==> src/shared/psqs_pkg.sv <==
// Constants and types for the program sequencer and return stack
package psqs_pkg;
  localparam int PC_W = 13;
  localparam int ROM_W = 16;
  localparam int STK_DEPTH = 8;
  localparam int STK_IDX_W = 3;
  localparam int NUM_IRQ = 5;
  localparam int PHASES = 4;

  // Register indices; byte address is four times the index
  localparam logic [5:0] IDX_PC_LOW = 6'h06;
  localparam logic [5:0] IDX_TBL_PTR_LOW = 6'h07;
  localparam logic [5:0] IDX_TBL_HIGH_RES = 6'h08;
  localparam logic [5:0] IDX_INT_CTRL = 6'h0B;
  localparam logic [5:0] IDX_TBL_PTR_HIGH = 6'h1F;

  // Interrupt control register fields
  localparam int INT_GIE_BIT = 0;
  localparam int INT_EN_LSB = 1;
  localparam int INT_FLAG_LSB = 8;

  // Reset values
  localparam logic [PC_W-1:0] PC_RESET = 13'h0000;
  localparam logic [7:0] BYTE_RESET = 8'h00;
  localparam logic [NUM_IRQ-1:0] IRQ_RESET = 5'h00;
  localparam logic [PHASES-1:0] PHASE_RESET = 4'h1;

  // Interrupt vectors, lowest vector has highest priority
  localparam logic [PC_W-1:0] VEC_EXT = 13'h0004;
  localparam logic [PC_W-1:0] VEC_TMR0 = 13'h0008;
  localparam logic [PC_W-1:0] VEC_TMR1 = 13'h000C;
  localparam logic [PC_W-1:0] VEC_TMR2 = 13'h0010;
  localparam logic [PC_W-1:0] VEC_TMR3 = 13'h0014;

  // Upper table address bits forced on a last-page read
  localparam logic [4:0] LAST_PAGE = 5'h1F;

  typedef enum logic {
    psqs_st_fetch,
    psqs_st_table
  } psqs_state_t;
endpackage

==> src/logic/psqs_sequencer.sv <==
// Program sequencer: pipelined fetch, PC loading, vectors, table read, return stack
`timescale 1ns/100ps
// Summary of operation
// RQ1: Instruction cycle is four non-overlapping clock phases
// RQ2: Next fetch overlaps current instruction execution
// RQ3: PC-changing instructions take an extra dummy cycle
// RQ4: Thirteen-bit PC increments by one per fetch
// RQ5: Reset clears PC to word zero
// RQ6: Enabled external interrupt vectors to its address
// RQ7: Timer 0 and 1 overflows vector when enabled
// RQ8: Timer 2 and 3 overflows vector when enabled
// RQ9: Met skip discards fetched word, PC plus two
// RQ10: PC low byte write jumps within page
// RQ11: Jump and call load all PC bits
// RQ12: ROM is 8192 words of sixteen bits
// RQ13: Table read splits word into low, high bytes
// RQ14: General table address from both table pointers
// RQ15: Last-page table address forces upper bits high
// RQ16: Table high result register is read only
// RQ17: Software sets table high pointer before use
// RQ18: Eight-level stack hidden from software access
// RQ19: Call and interrupt push, returns pop PC
// RQ20: Reset leaves stack empty at its top
// RQ21: Full stack holds interrupt flag until return
// RQ22: Call on full stack overwrites oldest entry
// RQ23: Interrupt acknowledge clears global enable
// RQ24: Only the PC is saved on entry
// RQ25: Lowest vector wins among simultaneous requests
module psqs_sequencer (
  input wire logic mclk, // System clock
  input wire logic rst_n, // Asynchronous reset
  input wire logic [7:0] avs_address, // Byte address
  input wire logic avs_read, // Read request
  input wire logic avs_write, // Write request
  input wire logic [31:0] avs_writedata, // Write data
  input wire logic [3:0] avs_byteenable, // Byte lanes
  output logic [31:0] avs_readdata, // Read data
  output logic avs_waitrequest, // Stall
  output logic [psqs_pkg::PC_W-1:0] rom_addr, // Program ROM address
  input wire logic [psqs_pkg::ROM_W-1:0] rom_data, // Program ROM word
  output logic [psqs_pkg::ROM_W-1:0] instr_word, // Instruction to decode
  output logic instr_valid, // Instruction is real, not dummy
  output logic [psqs_pkg::PHASES-1:0] cycle_phase, // One-hot phase
  input wire logic dec_jump, // Jump executing
  input wire logic dec_call, // Call executing
  input wire logic dec_ret, // Return executing
  input wire logic dec_return_from_interrupt_instr, // Return from interrupt executing
  input wire logic dec_skip, // Skip condition met
  input wire logic dec_tab_general, // General table read
  input wire logic dec_tab_last, // Last-page table read
  input wire logic irq_ext, // External interrupt event pulse
  input wire logic [3:0] irq_tmr, // Timer 0..3 overflow pulses
  output logic [7:0] table_low_data, // Table low byte to data memory
  output logic table_low_stb // Table low byte valid pulse
);
  psqs_pkg::psqs_state_t state_q;
  psqs_pkg::psqs_state_t state_d;
  logic [psqs_pkg::PHASES-1:0] phase_q;
  logic [psqs_pkg::PC_W-1:0] pc_q;
  logic [psqs_pkg::PC_W-1:0] pc_d;
  logic [psqs_pkg::PC_W-1:0] addr_q;
  logic [psqs_pkg::PC_W-1:0] addr_d;
  logic [psqs_pkg::ROM_W-1:0] instr_q;
  logic [psqs_pkg::ROM_W-1:0] instr_d;
  logic valid_q;
  logic valid_d;
  logic [psqs_pkg::PC_W-1:0] stk_q [psqs_pkg::STK_DEPTH];
  logic [psqs_pkg::STK_IDX_W-1:0] sidx_q;
  logic [3:0] scnt_q;
  logic stk_full;
  logic push;
  logic pop;
  logic ack;
  logic gie_set;
  logic pcl_taken;
  logic [psqs_pkg::NUM_IRQ-1:0] ack_sel;
  logic [psqs_pkg::NUM_IRQ-1:0] pend;
  logic gie_q;
  logic [psqs_pkg::NUM_IRQ-1:0] ien_q;
  logic [psqs_pkg::NUM_IRQ-1:0] iflag_q;
  logic [psqs_pkg::NUM_IRQ-1:0] ievt;
  logic [7:0] tbl_low_q;
  logic [7:0] tbl_high_q;
  logic [7:0] tbl_res_q;
  logic [7:0] tlow_q;
  logic tstb_q;
  logic tstb_d;
  logic pcl_pend_q;
  logic [7:0] pcl_val_q;
  logic wait_q;
  logic [31:0] rdata_q;
  logic wr_acc;
  logic exec;
  logic [5:0] idx;

  // Lowest set request wins
  function automatic logic [psqs_pkg::NUM_IRQ-1:0] pick(
    input logic [psqs_pkg::NUM_IRQ-1:0] req);
    logic [psqs_pkg::NUM_IRQ-1:0] one;
    one = '0;
    for (int i = psqs_pkg::NUM_IRQ - 1; i >= 0; i--) begin
      if (req[i]) one = 5'h01 << i;
    end
    return one;
  endfunction

  function automatic logic [psqs_pkg::PC_W-1:0] vector(
    input logic [psqs_pkg::NUM_IRQ-1:0] one);
    unique case (1'b1)
      one[0]: vector = psqs_pkg::VEC_EXT; // RQ6
      one[1]: vector = psqs_pkg::VEC_TMR0; // RQ7
      one[2]: vector = psqs_pkg::VEC_TMR1; // RQ7
      one[3]: vector = psqs_pkg::VEC_TMR2; // RQ8
      default: vector = psqs_pkg::VEC_TMR3; // RQ8
    endcase
  endfunction

  assign idx = avs_address[7:2];
  assign wr_acc = avs_write && !wait_q;
  assign ievt = {irq_tmr, irq_ext};
  assign pend = iflag_q & ien_q;
  assign ack_sel = pick(pend); // RQ25
  assign stk_full = (scnt_q == 4'(psqs_pkg::STK_DEPTH));
  assign exec = phase_q[psqs_pkg::PHASES-1] && state_q == psqs_pkg::psqs_st_fetch && valid_q;

  always_ff @(posedge mclk or negedge rst_n) begin
    if (!rst_n) begin
      phase_q <= psqs_pkg::PHASE_RESET;
    end else begin
      phase_q <= {phase_q[psqs_pkg::PHASES-2:0], phase_q[psqs_pkg::PHASES-1]}; // RQ1
    end
  end

  // Sequencing decided at the last phase of each instruction cycle
  always_comb begin
    pc_d = pc_q;
    addr_d = addr_q;
    instr_d = instr_q;
    valid_d = valid_q;
    state_d = state_q;
    push = 1'b0;
    pop = 1'b0;
    ack = 1'b0;
    gie_set = 1'b0;
    pcl_taken = 1'b0;
    tstb_d = 1'b0;
    if (phase_q[psqs_pkg::PHASES-1]) begin
      if (state_q == psqs_pkg::psqs_st_table) begin
        valid_d = 1'b1;
        state_d = psqs_pkg::psqs_st_fetch;
        addr_d = pc_q;
        tstb_d = 1'b1; // RQ13
      end else begin
        instr_d = rom_data; // RQ2
        valid_d = 1'b1;
        pc_d = pc_q + 13'h0001; // RQ4
        if (exec && (dec_jump || dec_call)) begin
          pc_d = instr_q[psqs_pkg::PC_W-1:0]; // RQ11
          valid_d = 1'b0; // RQ3
          push = dec_call; // RQ19
        end else if (exec && (dec_ret || dec_return_from_interrupt_instr)) begin
          pc_d = stk_q[sidx_q - 3'h1]; // RQ19
          pop = 1'b1;
          gie_set = dec_return_from_interrupt_instr;
          valid_d = 1'b0; // RQ3
        end else if (exec && dec_skip) begin
          valid_d = 1'b0; // RQ9
        end else if (pcl_pend_q) begin
          pc_d = {pc_q[psqs_pkg::PC_W-1:8], pcl_val_q}; // RQ10
          pcl_taken = 1'b1;
          valid_d = 1'b0; // RQ3
        end else if (exec && (dec_tab_general || dec_tab_last)) begin
          state_d = psqs_pkg::psqs_st_table;
          valid_d = 1'b0;
        end else if (gie_q && |pend && !stk_full) begin // RQ21
          pc_d = vector(ack_sel); // RQ25
          push = 1'b1; // RQ19
          ack = 1'b1;
          valid_d = 1'b0; // RQ3
        end
        if (state_d == psqs_pkg::psqs_st_table) begin
          addr_d = dec_tab_last ? {psqs_pkg::LAST_PAGE, tbl_low_q} // RQ15
                                : {tbl_high_q[4:0], tbl_low_q}; // RQ14
        end else begin
          addr_d = pc_d;
        end
      end
    end
  end

  always_ff @(posedge mclk or negedge rst_n) begin
    if (!rst_n) begin
      pc_q <= psqs_pkg::PC_RESET; // RQ5
      addr_q <= psqs_pkg::PC_RESET; // RQ5
      instr_q <= '0;
      valid_q <= 1'b0;
      state_q <= psqs_pkg::psqs_st_fetch;
    end else begin
      pc_q <= pc_d;
      addr_q <= addr_d; // RQ12
      instr_q <= instr_d;
      valid_q <= valid_d;
      state_q <= state_d;
    end
  end

  // Circular stack: a push when full overwrites the oldest entry
  always_ff @(posedge mclk or negedge rst_n) begin
    if (!rst_n) begin
      sidx_q <= '0; // RQ20
      scnt_q <= '0; // RQ20
      for (int i = 0; i < psqs_pkg::STK_DEPTH; i++) begin
        stk_q[i] <= psqs_pkg::PC_RESET;
      end
    end else if (push) begin
      stk_q[sidx_q] <= pc_q; // RQ24
      sidx_q <= sidx_q + 3'h1;
      scnt_q <= stk_full ? scnt_q : scnt_q + 4'h1; // RQ22
    end else if (pop) begin
      sidx_q <= sidx_q - 3'h1;
      scnt_q <= (scnt_q == 4'h0) ? scnt_q : scnt_q - 4'h1;
    end
  end

  // Interrupt enables and flags; a new event beats a clear
  always_ff @(posedge mclk or negedge rst_n) begin
    if (!rst_n) begin
      gie_q <= 1'b0;
      ien_q <= psqs_pkg::IRQ_RESET;
      iflag_q <= psqs_pkg::IRQ_RESET;
    end else begin
      if (ack) begin
        gie_q <= 1'b0; // RQ23
      end else if (gie_set) begin
        gie_q <= 1'b1;
      end else if (wr_acc && idx == psqs_pkg::IDX_INT_CTRL && avs_byteenable[0]) begin
        gie_q <= avs_writedata[psqs_pkg::INT_GIE_BIT];
      end
      if (wr_acc && idx == psqs_pkg::IDX_INT_CTRL && avs_byteenable[0]) begin
        ien_q <= avs_writedata[psqs_pkg::INT_EN_LSB +: psqs_pkg::NUM_IRQ];
      end
      if (wr_acc && idx == psqs_pkg::IDX_INT_CTRL && avs_byteenable[1]) begin
        iflag_q <= avs_writedata[psqs_pkg::INT_FLAG_LSB +: psqs_pkg::NUM_IRQ] | ievt;
      end else begin
        iflag_q <= (iflag_q & ~(ack ? ack_sel : psqs_pkg::IRQ_RESET)) | ievt; // RQ21
      end
    end
  end

  // Table pointers, table result and deferred PC low byte write
  always_ff @(posedge mclk or negedge rst_n) begin
    if (!rst_n) begin
      tbl_low_q <= psqs_pkg::BYTE_RESET;
      tbl_high_q <= psqs_pkg::BYTE_RESET;
      tbl_res_q <= psqs_pkg::BYTE_RESET;
      tlow_q <= psqs_pkg::BYTE_RESET;
      tstb_q <= 1'b0;
      pcl_pend_q <= 1'b0;
      pcl_val_q <= psqs_pkg::BYTE_RESET;
    end else begin
      tstb_q <= tstb_d;
      if (tstb_d) begin
        tlow_q <= rom_data[7:0]; // RQ13
        tbl_res_q <= rom_data[15:8]; // RQ13
      end
      if (wr_acc && avs_byteenable[0]) begin
        if (idx == psqs_pkg::IDX_TBL_PTR_LOW) tbl_low_q <= avs_writedata[7:0];
        if (idx == psqs_pkg::IDX_TBL_PTR_HIGH) tbl_high_q <= avs_writedata[7:0];
      end
      if (wr_acc && avs_byteenable[0] && idx == psqs_pkg::IDX_PC_LOW) begin
        pcl_pend_q <= 1'b1; // RQ10
        pcl_val_q <= avs_writedata[7:0];
      end else if (pcl_taken) begin
        pcl_pend_q <= 1'b0;
      end
    end
  end

  // Bus slave: one wait cycle, then read data with waitrequest low
  always_ff @(posedge mclk or negedge rst_n) begin
    if (!rst_n) begin
      wait_q <= 1'b1;
      rdata_q <= '0;
    end else if ((avs_read || avs_write) && wait_q) begin
      wait_q <= 1'b0;
      rdata_q <= '0;
      if (avs_read) begin
        unique case (idx)
          psqs_pkg::IDX_PC_LOW: rdata_q[7:0] <= pc_q[7:0];
          psqs_pkg::IDX_TBL_PTR_LOW: rdata_q[7:0] <= tbl_low_q;
          psqs_pkg::IDX_TBL_HIGH_RES: rdata_q[7:0] <= tbl_res_q; // RQ16
          psqs_pkg::IDX_TBL_PTR_HIGH: rdata_q[7:0] <= tbl_high_q;
          psqs_pkg::IDX_INT_CTRL: begin
            rdata_q[psqs_pkg::INT_GIE_BIT] <= gie_q;
            rdata_q[psqs_pkg::INT_EN_LSB +: psqs_pkg::NUM_IRQ] <= ien_q;
            rdata_q[psqs_pkg::INT_FLAG_LSB +: psqs_pkg::NUM_IRQ] <= iflag_q;
          end
          default: rdata_q <= '0; // RQ18
        endcase
      end
    end else begin
      wait_q <= 1'b1;
    end
  end

  assign avs_readdata = rdata_q;
  assign avs_waitrequest = wait_q;
  assign rom_addr = addr_q;
  assign instr_word = instr_q;
  assign instr_valid = valid_q;
  assign cycle_phase = phase_q;
  assign table_low_data = tlow_q;
  assign table_low_stb = tstb_q;
endmodule // psqs_sequencer

==> config.mk <==
export PLATFORM = sky130hd
export DESIGN_NAME = psqs_sequencer
export DESIGN_NICKNAME = d
export VERILOG_FILES = /design/src/shared/psqs_pkg.sv /design/src/logic/psqs_sequencer.sv
export SDC_FILE = /design/constraint.sdc
export NUM_CORES = 1
export LEC_CHECK = 0
export BUFFER_PORTS_ARGS = -buffer_cell sky130_fd_sc_hd__buf_4
export CAP_MARGIN = 20
export CORE_MARGIN = 4
export CORE_UTILIZATION = 40
export DETAILED_ROUTE_END_ITERATION = 10
export MAX_ROUTING_LAYER = met4
export PLACE_DENSITY = 0.63
export SYNTH_ARGS = -nofsm -noshare
export SYNTH_HDL_FRONTEND = slang
export SYNTH_SLANG_ARGS = --single-unit
==> constraint.sdc <==
create_clock -name mclk -period 3.8 [get_ports mclk]
set_input_delay 0.76 -clock mclk [delete_from_list [all_inputs] [get_ports mclk]]
set_output_delay 0.76 -clock mclk [all_outputs]
set_load 0.005 [all_outputs]
# --- Word level (Yosys, flattened, before mapping) ---
# Cells that the tools add are included.
classes:
  addsub: 5
  n_mul: 0
  n_div: 0
  order_cmp: 3
  n_eq_ne: 8
  shift: 0
  n_mux: 81
  bitwise: 8
  reduce_logical: 31
ops:
  columns: ["cell", "count"]
  rows:
  - ["two-way mux 13 bit", 13]
  - ["bitwise mux 104 bit", 1]
  - ["two-way mux 1 bit", 48]
  - ["two-way mux 5 bit", 8]
  - ["binary-select mux 13 bit (select 3 bit)", 1]
  - ["demux 13 bit (select 3 bit)", 1]
  - ["case mux 6 bit (5 select lines)", 1]
  - ["case mux 5 bit (4 select lines)", 1]
  - ["logical AND 1 bit", 16]
  - ["two-way mux 4 bit", 4]
  - ["adder 13 x 1 -> 13 bit, second input constant", 1]
  - ["== test 6 x 3 -> 1 bit, second input constant", 2]
  - ["== test 6 x 4 -> 1 bit, second input constant", 2]
  - ["bitwise AND 5 bit", 2]
  - ["OR 5 bit", 2]
  - ["greater-or-equal comparator 4 bit, second input constant", 2]
  - ["inverter 3 -> 4 bit", 2]
  - ["case mux 2 bit (4 select lines)", 1]
  - ["== test 6 x 5 -> 1 bit, second input constant", 1]
  - ["two-way mux 3 bit", 2]
  - ["AND reduction 2 bit", 3]
  - ["inverter 5 bit", 1]
  - ["OR reduction 5 bit", 1]
  - ["adder 4 x 1 -> 4 bit, second input constant", 1]
  - ["other kinds (13)", 19]
totals:
  reg_bits: 245
  latchBits: 0
  mem_bits_rw: 0
  mem_bits_ro: 0
  output_inout_bits: 76
  word_cells: 164
  mem_count: 0

# --- Longest topological paths before layout ---
# Gate-level depths: netlist (run 1).
depth:
  depth_word: 17
  depth_mapped: 11

# --- Worst setup path after synthesis (run 1) ---
# Ideal clock, no wire load.
synth_path:
  path_type: "register to register"
  startpoint: "register sidx_q[0] in the netlist's numbering"
  endpoint: "register addr_q, in the netlist rom_addr[3]"
  setup_time_ps: 138
  arrival_ps: 2872
  required_ps: 3662
  setup_slack_ps: 790
  stages_incl_launch_ff: 11
  path_buffers: 3
  cell_sequence: "dfrtp_1 buf_1 inv_1 ha_1 clkbuf_1 clkbuf_1 mux4_2 a22oi_1 o31ai_1 nor3_1 o21ai_0"
synth_between:
  elab_chain_len: 9
synth_lines:
  columns: ["item", "line_no", "source"]
  rows:
  - ["start, declared", "psqs_sequencer.sv:68", "logic [psqs_pkg::STK_IDX_W-1:0] sidx_q;"]
  - ["start signal, assigned", "psqs_sequencer.sv:217", "sidx_q <= sidx_q + 3'h1;"]
  - ["start signal, assigned", "psqs_sequencer.sv:220", "sidx_q <= sidx_q - 3'h1;"]
  - ["subtractor 3 x 1 -> 3 bit", "psqs_sequencer.sv:162", "pc_d = stk_q[sidx_q - 3'h1];"]
  - ["inverter 3 -> 4 bit (implied by the code)", "psqs_sequencer.sv:162", null]
  - ["binary-select mux 13 bit (select 3 bit)", "psqs_sequencer.sv:162", null]
  - ["two-way mux 13 bit (implied by the code) (2 in series)", "psqs_sequencer.sv:162", null]
  - ["two-way mux 13 bit", "psqs_sequencer.sv:161", "end else if (exec && (dec_ret || dec_return_from_interrupt_instr)) begin"]
  - ["two-way mux 13 bit", "psqs_sequencer.sv:157", "if (exec && (dec_jump || dec_call)) begin"]
  - ["two-way mux 13 bit", "psqs_sequencer.sv:181", "if (state_d == psqs_pkg::psqs_st_table) begin"]
  - ["two-way mux 13 bit", "psqs_sequencer.sv:148", "if (state_q == psqs_pkg::psqs_st_table) begin"]
  - ["end signal, assigned", "psqs_sequencer.sv:194", "addr_q <= psqs_pkg::PC_RESET;"]
  - ["end signal, assigned", "psqs_sequencer.sv:200", "addr_q <= addr_d;"]
  - ["end, declared", "psqs_sequencer.sv:61", "logic [psqs_pkg::PC_W-1:0] addr_q;"]
# No other way between the ends. The select of a mux whose other input is x is not followed.
# A chain may end at the register's enable or synchronous reset.

# --- Worst setup path after layout (run 1) ---
layout_path:
  startpoint: "register sidx_q[1] in the netlist's numbering"
  endpoint: "register addr_q, in the netlist rom_addr[7]"
# Same word-level chain as after synthesis.

==> results.cfg, run 1 <==
[global_routing]
grt_use_total = 0.195
grt_remaining_overflow = 0
grt_use_met1 = 0.259
grt_pass1_vias = 7730
grt_pass1_wl_microns = 44400
grt_use_met3 = 0.0256
antenna_found_initial = 0
grt_start_max_net_pins = 78
grt-busiest-layer = met2
gr-usage-met2 = 0.323

[sta]
setup_viol = 0
hold_viol = 0
finClkSkew_ns = 0.0151
slew_violations = 0
slew-limit-headroom = 0.355
fmax_mhz = 336
setup-tns-final_ns = 0
min_period_ns = 2.98
worst_pin_slew_ns = 0.964
fin_crit_sh = 0.784
rsz0062_at_grt = no

[yosys]
synth_top_cell_area_share = 0.521
synth_ff_type = dfrtp_1
syn-mean-instance-area_sq_um = 12.2
yosys.area.top_type = dfrtp_1
yosys_warnings = 0
synth_edf_count = 0
synth-async-reset-ratio = 1.00
mappedNetlistArea_sq_mm = 0.0108
ys_ff_latch = 226
synthCells = 883
synth_cell_type_count = 67
netlist_top_cells_area = dfrtp_1 52%, mux2_2 14%, mux4_2 5.6%, nand2_1 4.0%, mux2_1 2.1%
yosysSeqAreaShare = 0.525

[die]
dieHeight_microns = 172
num_rows = 59
dieArea_sq_mm = 0.0296
coreArea_sq_mm = 0.0263
floorplan.initialDensity = 0.410
ios = 152
die_width_microns = 172

[worst_hold_path]
hold_path_class = in2async

[final_layout]
area_growth_pct = 18.0
fill_cells = 2407
drive_gt1_frac = 0.354
num_antenna_cells = 0
fin_nets = 1077
final_util = 0.483

[routing]
vias = 7609
dr.pass1.iters = 5
viasPerCell = 5.66
drc = 0
ant_nets = 0
wl_per_cell_microns = 21.0
wl_microns = 28200
detail_route.iter0.violations = 655

[placement]
hpwl_microns = 19900
port_buffers = 109
gp_congestion = 0.792

[clock_network]
cts_tree = built
cts-buffers-inserted = 25
cts-root-buf = clkbuf_16
ctsResizeCount = 0
cts_hold_buf = 0
ctsLongestPathBuffers = 3
cts.sinks = 226
post_cts_buffers = 0
cts.htree.levels = 1
clkTransAtPathRegs_ns = 0.06
clock_latency_ns = 0.52

[critical_path]
crit_arrival_ns = 3.37
cp-start-kind = flop
worstPathMaxFanout = 13
crit_path_end_kind = flop
path_class = reg2reg
crit_required_ns = 4.19

[power]
power_density_mw_per_mm2 = 401
vdd.ir_drop.worst_mv = 0.243
leakage_nw = 6.12

[job]
maxCapViolCount = 0

[status]
outcome = finished, final reports clean
stage by stage:
stage / setup WS (ns) / area (sq um) / cells / hold slack [ns] / power, mW
2_1_floorplan: 0.790 / 10800 / 901 / 0.376 / 2.71
3_3_place_gp: 0.523 / 12000 / 1303 / 0.363 / 2.89
3_5_place_dp: 0.434 / 12000 / 1303 / 0.371 / 2.89
4_1_cts: 0.796 / 12700 / 1345 / 0.217 / 5.15
5_1_grt: 0.590 / 12700 / 1345 / 0.229 / 5.29
6_report: 0.821 / 12700 / 1345 / 0.193 / 5.10
sequential cells by signal (all words and copies together), names as in the netlist:
signal and flops:
avs_waitrequest 1, rom_addr 13, avs_readdata 13, cycle_phase 4
pcl_pend_q 1, table_low_data 8, tbl_low_q 8, table_low_stb 1
gie_q 1, instr_word 16, iflag_q 5, state_q 1
tbl_res_q 8, instr_valid 1, tbl_high_q 8, scnt_q 4
pc_q 13, sidx_q 3, ien_q 5, pcl_val_q 8
stk_q 104
layer usage:
metal	routed length, microns	share of wire
met5	0	0
met4	775	0.027
met3	1550	0.055
met2	13700	0.49
met1	12200	0.43
synth_stat cells, drive strengths merged, types with 4 or more instances:
| master | count |
|---|---|
| xnor2 | 11 |
| o21ai | 34 |
| mux4 | 27 |
| mux2 | 152 |
| a22oi | 23 |
| nand2 | 115 |
| dfrtp | 224 |
| a221oi | 4 |
| nor4 | 4 |
| a22o | 10 |
| clkbuf | 36 |
| a21o | 8 |
| a21oi | 26 |
| nor3b | 4 |
| buf | 36 |
| a2111oi | 4 |
| a222oi | 15 |
| ha | 5 |
| nor2 | 22 |
| nand2b | 4 |
| inv | 8 |
| and2 | 6 |
| nor3 | 14 |
| or3 | 4 |
| nand3 | 32 |
| and3 | 4 |
cell families after synthesis:
logic type | after synthesis | synth area share
adder cells (fa/ha/maj) | 6 | 0.00767
flip-flops | 226 | 0.525
buffers and inverters | 80 | 0.0370
multiplexers | 182 | 0.218
AO/OA/AOI/OAI | 148 | 0.0984
XOR/XNOR | 13 | 0.0106
other | 1 | 0.000348
AND/OR/NAND/NOR | 227 | 0.102
worst paths after layout:
check / start / end / slack, ns / depth (start not counted)
setup / recovery: sidx_q[1]$_DFFE_PN0P_ / rom_addr[7]$_DFFE_PN0P_ / 0.82 / 9
hold / removal: rst_n / iflag_q[1]$_DFF_PN0_ / 0.19 / 1
setup reg to reg: sidx_q[1]$_DFFE_PN0P_ / rom_addr[7]$_DFFE_PN0P_ / 0.82 / 9
hold reg to reg: cycle_phase[1]$_DFF_PN0_ / cycle_phase[2]$_DFF_PN0_ / 0.38 / 0
max in group asynchronous: rst_n / stk_q[90]$_DFFE_PN0P_ / 2.60 / 2
min in group mclk: cycle_phase[1]$_DFF_PN0_ / cycle_phase[2]$_DFF_PN0_ / 0.38 / 0
power breakdown:
group / internal, mW / total, mW / switching [mW]
Clock: 1.30 / 2.25 / 0.954
Sequential: 2.43 / 2.47 / 0.0375
Combinational: 0.154 / 0.375 / 0.221
final cells by class:
cell class	count	area [sq um]	area share
sequential	226	5660	0.445
multi-input combinational	595	4780	0.376
timing repair buffer	139	1060	0.0837
clock buffer	35	713	0.0561
tap	335	419	0.0330
clock inverter	7	37.5	0.00295
inverter	8	30.0	0.00236
layout by cell type, fill, tap and decap left out, types with 3 or more instances in the layout:
cell type and n:
dfrtp_1 223, buf_4 137, mux2_2 132, nand2_1 114, o21ai_0 34, nand3_1 30
mux4_2 27, a21oi_1 26, clkbuf_16 25, a22oi_1 23, nor2_1 21, mux2_1 20
conb_1 19, a222oi_1 15, nor3_1 12, xnor2_1 11, a22o_1 10, a21o_1 8
inv_1 7, and2_1 6, clkinv_2 6, ha_1 5, clkbuf_8 5, clkbuf_1 5
nand2b_1 4, or3_1 4, and3_1 4, a2111oi_0 4, a221oi_1 4, nand4_1 3
a211oi_1 3, or2_2 3, o211ai_1 3, a32oi_1 3, mux2i_1 3
worst max-delay path, cell delays in order (launching register included):
cell and delay [ns]:
dfrtp_1 0.53, inv_1 0.16, ha_1 0.68, buf_4 0.28
buf_4 0.22, mux4_2 0.32, a22oi_1 0.29, nand2_1 0.11
a21oi_1 0.16, o21ai_0 0.11
Power figures use the tool's default switching activity.
==> run 2, diff against run 1 <==
- clock period: 3.8 -> 3.04 ns (I/O delays scaled with it)
==> run 2 against run 1 <==
Effect of this change:
- clock skew increased by 0.00065 ns
- routed wire length increased by 2.1%
- critical path depth unchanged
- combinational power increased by 39%
- die area unchanged
- non-clock buffer count increased by 19
- largest cell class unchanged
- largest power group unchanged
- highest routed layer unchanged
==> results.cfg, run 2 (same netlist as run 1, synthesis figures left out) <==
[global_routing]
grt_pass1_wl_microns = 45100
grt_use_total = 0.199
grt_pass1_vias = 7717
grt_remaining_overflow = 0
grt_start_max_net_pins = 76
antenna_found_initial = 0

[clock_network]
cts_tree = built
clock_latency_ns = 0.51
cts-buffers-inserted = 25
post_cts_buffers = 0
cts.htree.levels = 1
clkTransAtPathRegs_ns = 0.06
cts_hold_buf = 0
ctsLongestPathBuffers = 3
ctsResizeCount = 0
cts-root-buf = clkbuf_16
cts.sinks = 226

[status]
outcome = finished, final reports clean

[sta]
hold_viol = 0
rsz0062_at_grt = no
finClkSkew_ns = 0.0157
slew_violations = 0
setup_viol = 0
worst_pin_slew_ns = 0.968
fin_crit_sh = 0.932
slew-limit-headroom = 0.352
setup-tns-final_ns = 0
min_period_ns = 2.83
fmax_mhz = 353
hold_slack_ns = 0.0590

[die]
floorplan.initialDensity = 0.410
num_rows = 59
die_width_microns = 172
ios = 152
dieHeight_microns = 172
dieArea_sq_mm = 0.0296
coreArea_sq_mm = 0.0263

[final_layout]
largest_reg_flops = 104
design_area_sq_mm = 0.0129
regMostFlops = stk_q
fill_cells = 2345
num_antenna_cells = 0
area_growth_pct = 19.7
final_common_cell = dfrtp_1
fin_nets = 1096
final_cell_mix = 223 x dfrtp_1, 152 x buf_4, 132 x mux2_2
drive_gt1_frac = 0.363
final_util = 0.491

[routing]
wl_microns = 28800
vias = 7686
drc = 0
detail_route.iter0.violations = 659
viasPerCell = 5.64
wl_per_cell_microns = 21.1
dr.pass1.iters = 7
ant_nets = 0

[worst_hold_path]
hold_path_class = in2async

[critical_path]
r2r-end = scnt_q[3]$_DFFE_PN0P_
crit_required_ns = 3.41
crit_arrival_ns = 3.21
cp-start-kind = flop
rr_worst_depth = 9
r2r_setup_slack_ns = 0.21
r2r-start = scnt_q[3]$_DFFE_PN0P_
crit_path_end_kind = flop
worstPathMaxFanout = 6
path_class = reg2reg

[power]
power_density_mw_per_mm2 = 494
leakage_nw = 6.22
p_total_mw = 6.36
vdd.ir_drop.worst_mv = 0.416

[job]
maxCapViolCount = 0

[placement]
port_buffers = 109
placed_cell_area_sq_mm = 0.0121
hpwl_microns = 20300
gp_congestion = 0.821
[run 2: cell count changes in the layout (fill, tap and decap cells not counted)]
cell | before | now
nand3_4 | 0 | 1
clkinv_2 | 6 | 3
clkinvlp_4 | 1 | 0
buf_12 | 1 | 5
buf_4 | 137 | 152
clkbuf_1 | 5 | 8
nand3_2 | 2 | 1
[run 2: how the worst max path moves through the flow]
stage / endpoint / slack [ns] / depth (start not counted) / start
2_1_floorplan: rom_addr[3]$_DFFE_PN0P_ / 0.03 / 10 / sidx_q[0]$_DFFE_PN0P_
3_3_place_gp: stk_q[47]$_DFFE_PN0P_ / 0.14 / 8 / dec_tab_last
3_5_place_dp: stk_q[44]$_DFFE_PN0P_ / 0.13 / 8 / dec_tab_last
4_1_cts: stk_q[44]$_DFFE_PN0P_ / 0.14 / 8 / scnt_q[3]$_DFFE_PN0P_
5_1_grt: scnt_q[3]$_DFFE_PN0P_ / 0.04 / 9 / scnt_q[3]$_DFFE_PN0P_
6_report: scnt_q[3]$_DFFE_PN0P_ / 0.21 / 9 / scnt_q[3]$_DFFE_PN0P_
[run 2: through the flow]
stage / setup slack, ns / instances
after floorplan: 0.0296 / 901
after global placement: 0.142 / 1321
after detailed placement: 0.134 / 1322
after CTS: 0.138 / 1363
after global routing: 0.0404 / 1363
final: 0.208 / 1363
[run 2: final cells by class]
| class | count | area [sq um] | share of cell area |
|---|---|---|---|
| Sequential cell | 226 | 5660 | 0.439 |
| Clock buffer | 38 | 724 | 0.0562 |
| Inverter | 8 | 30.0 | 0.00233 |
| Tap cell | 335 | 419 | 0.0325 |
| Clock inverter | 3 | 15.0 | 0.00116 |
| Timing Repair Buffer | 158 | 1260 | 0.0974 |
| Multi-Input combinational cell | 595 | 4790 | 0.371 |
[run 2: critical path, stage by stage, from the launching register on]
cell and delay (ns):
dfrtp_1 0.43, nor4b_1 0.16, buf_4 0.15, a211o_1 0.33, o41ai_4 0.37, inv_2 0.07
buf_4 0.17, ha_1 0.30, a21oi_1 0.20, mux4_2 0.52
[run 2: layer usage]
metal | vias up | GRT usage | part of all wire
li1 | 3475 | - | -
met1 | 3915 | 0.282 | 0.45
met2 | 240 | 0.305 | 0.47
met3 | 56 | 0.0258 | 0.052
met4 | 0 | 0.0519 | 0.029
met5 | - | - | 0
[run 2: power by group]
group	leakage, nW	internal [mW]	switching, mW
clock	0.365	1.62	1.15
combinational	2.93	0.213	0.310
sequential	2.93	3.04	0.0268
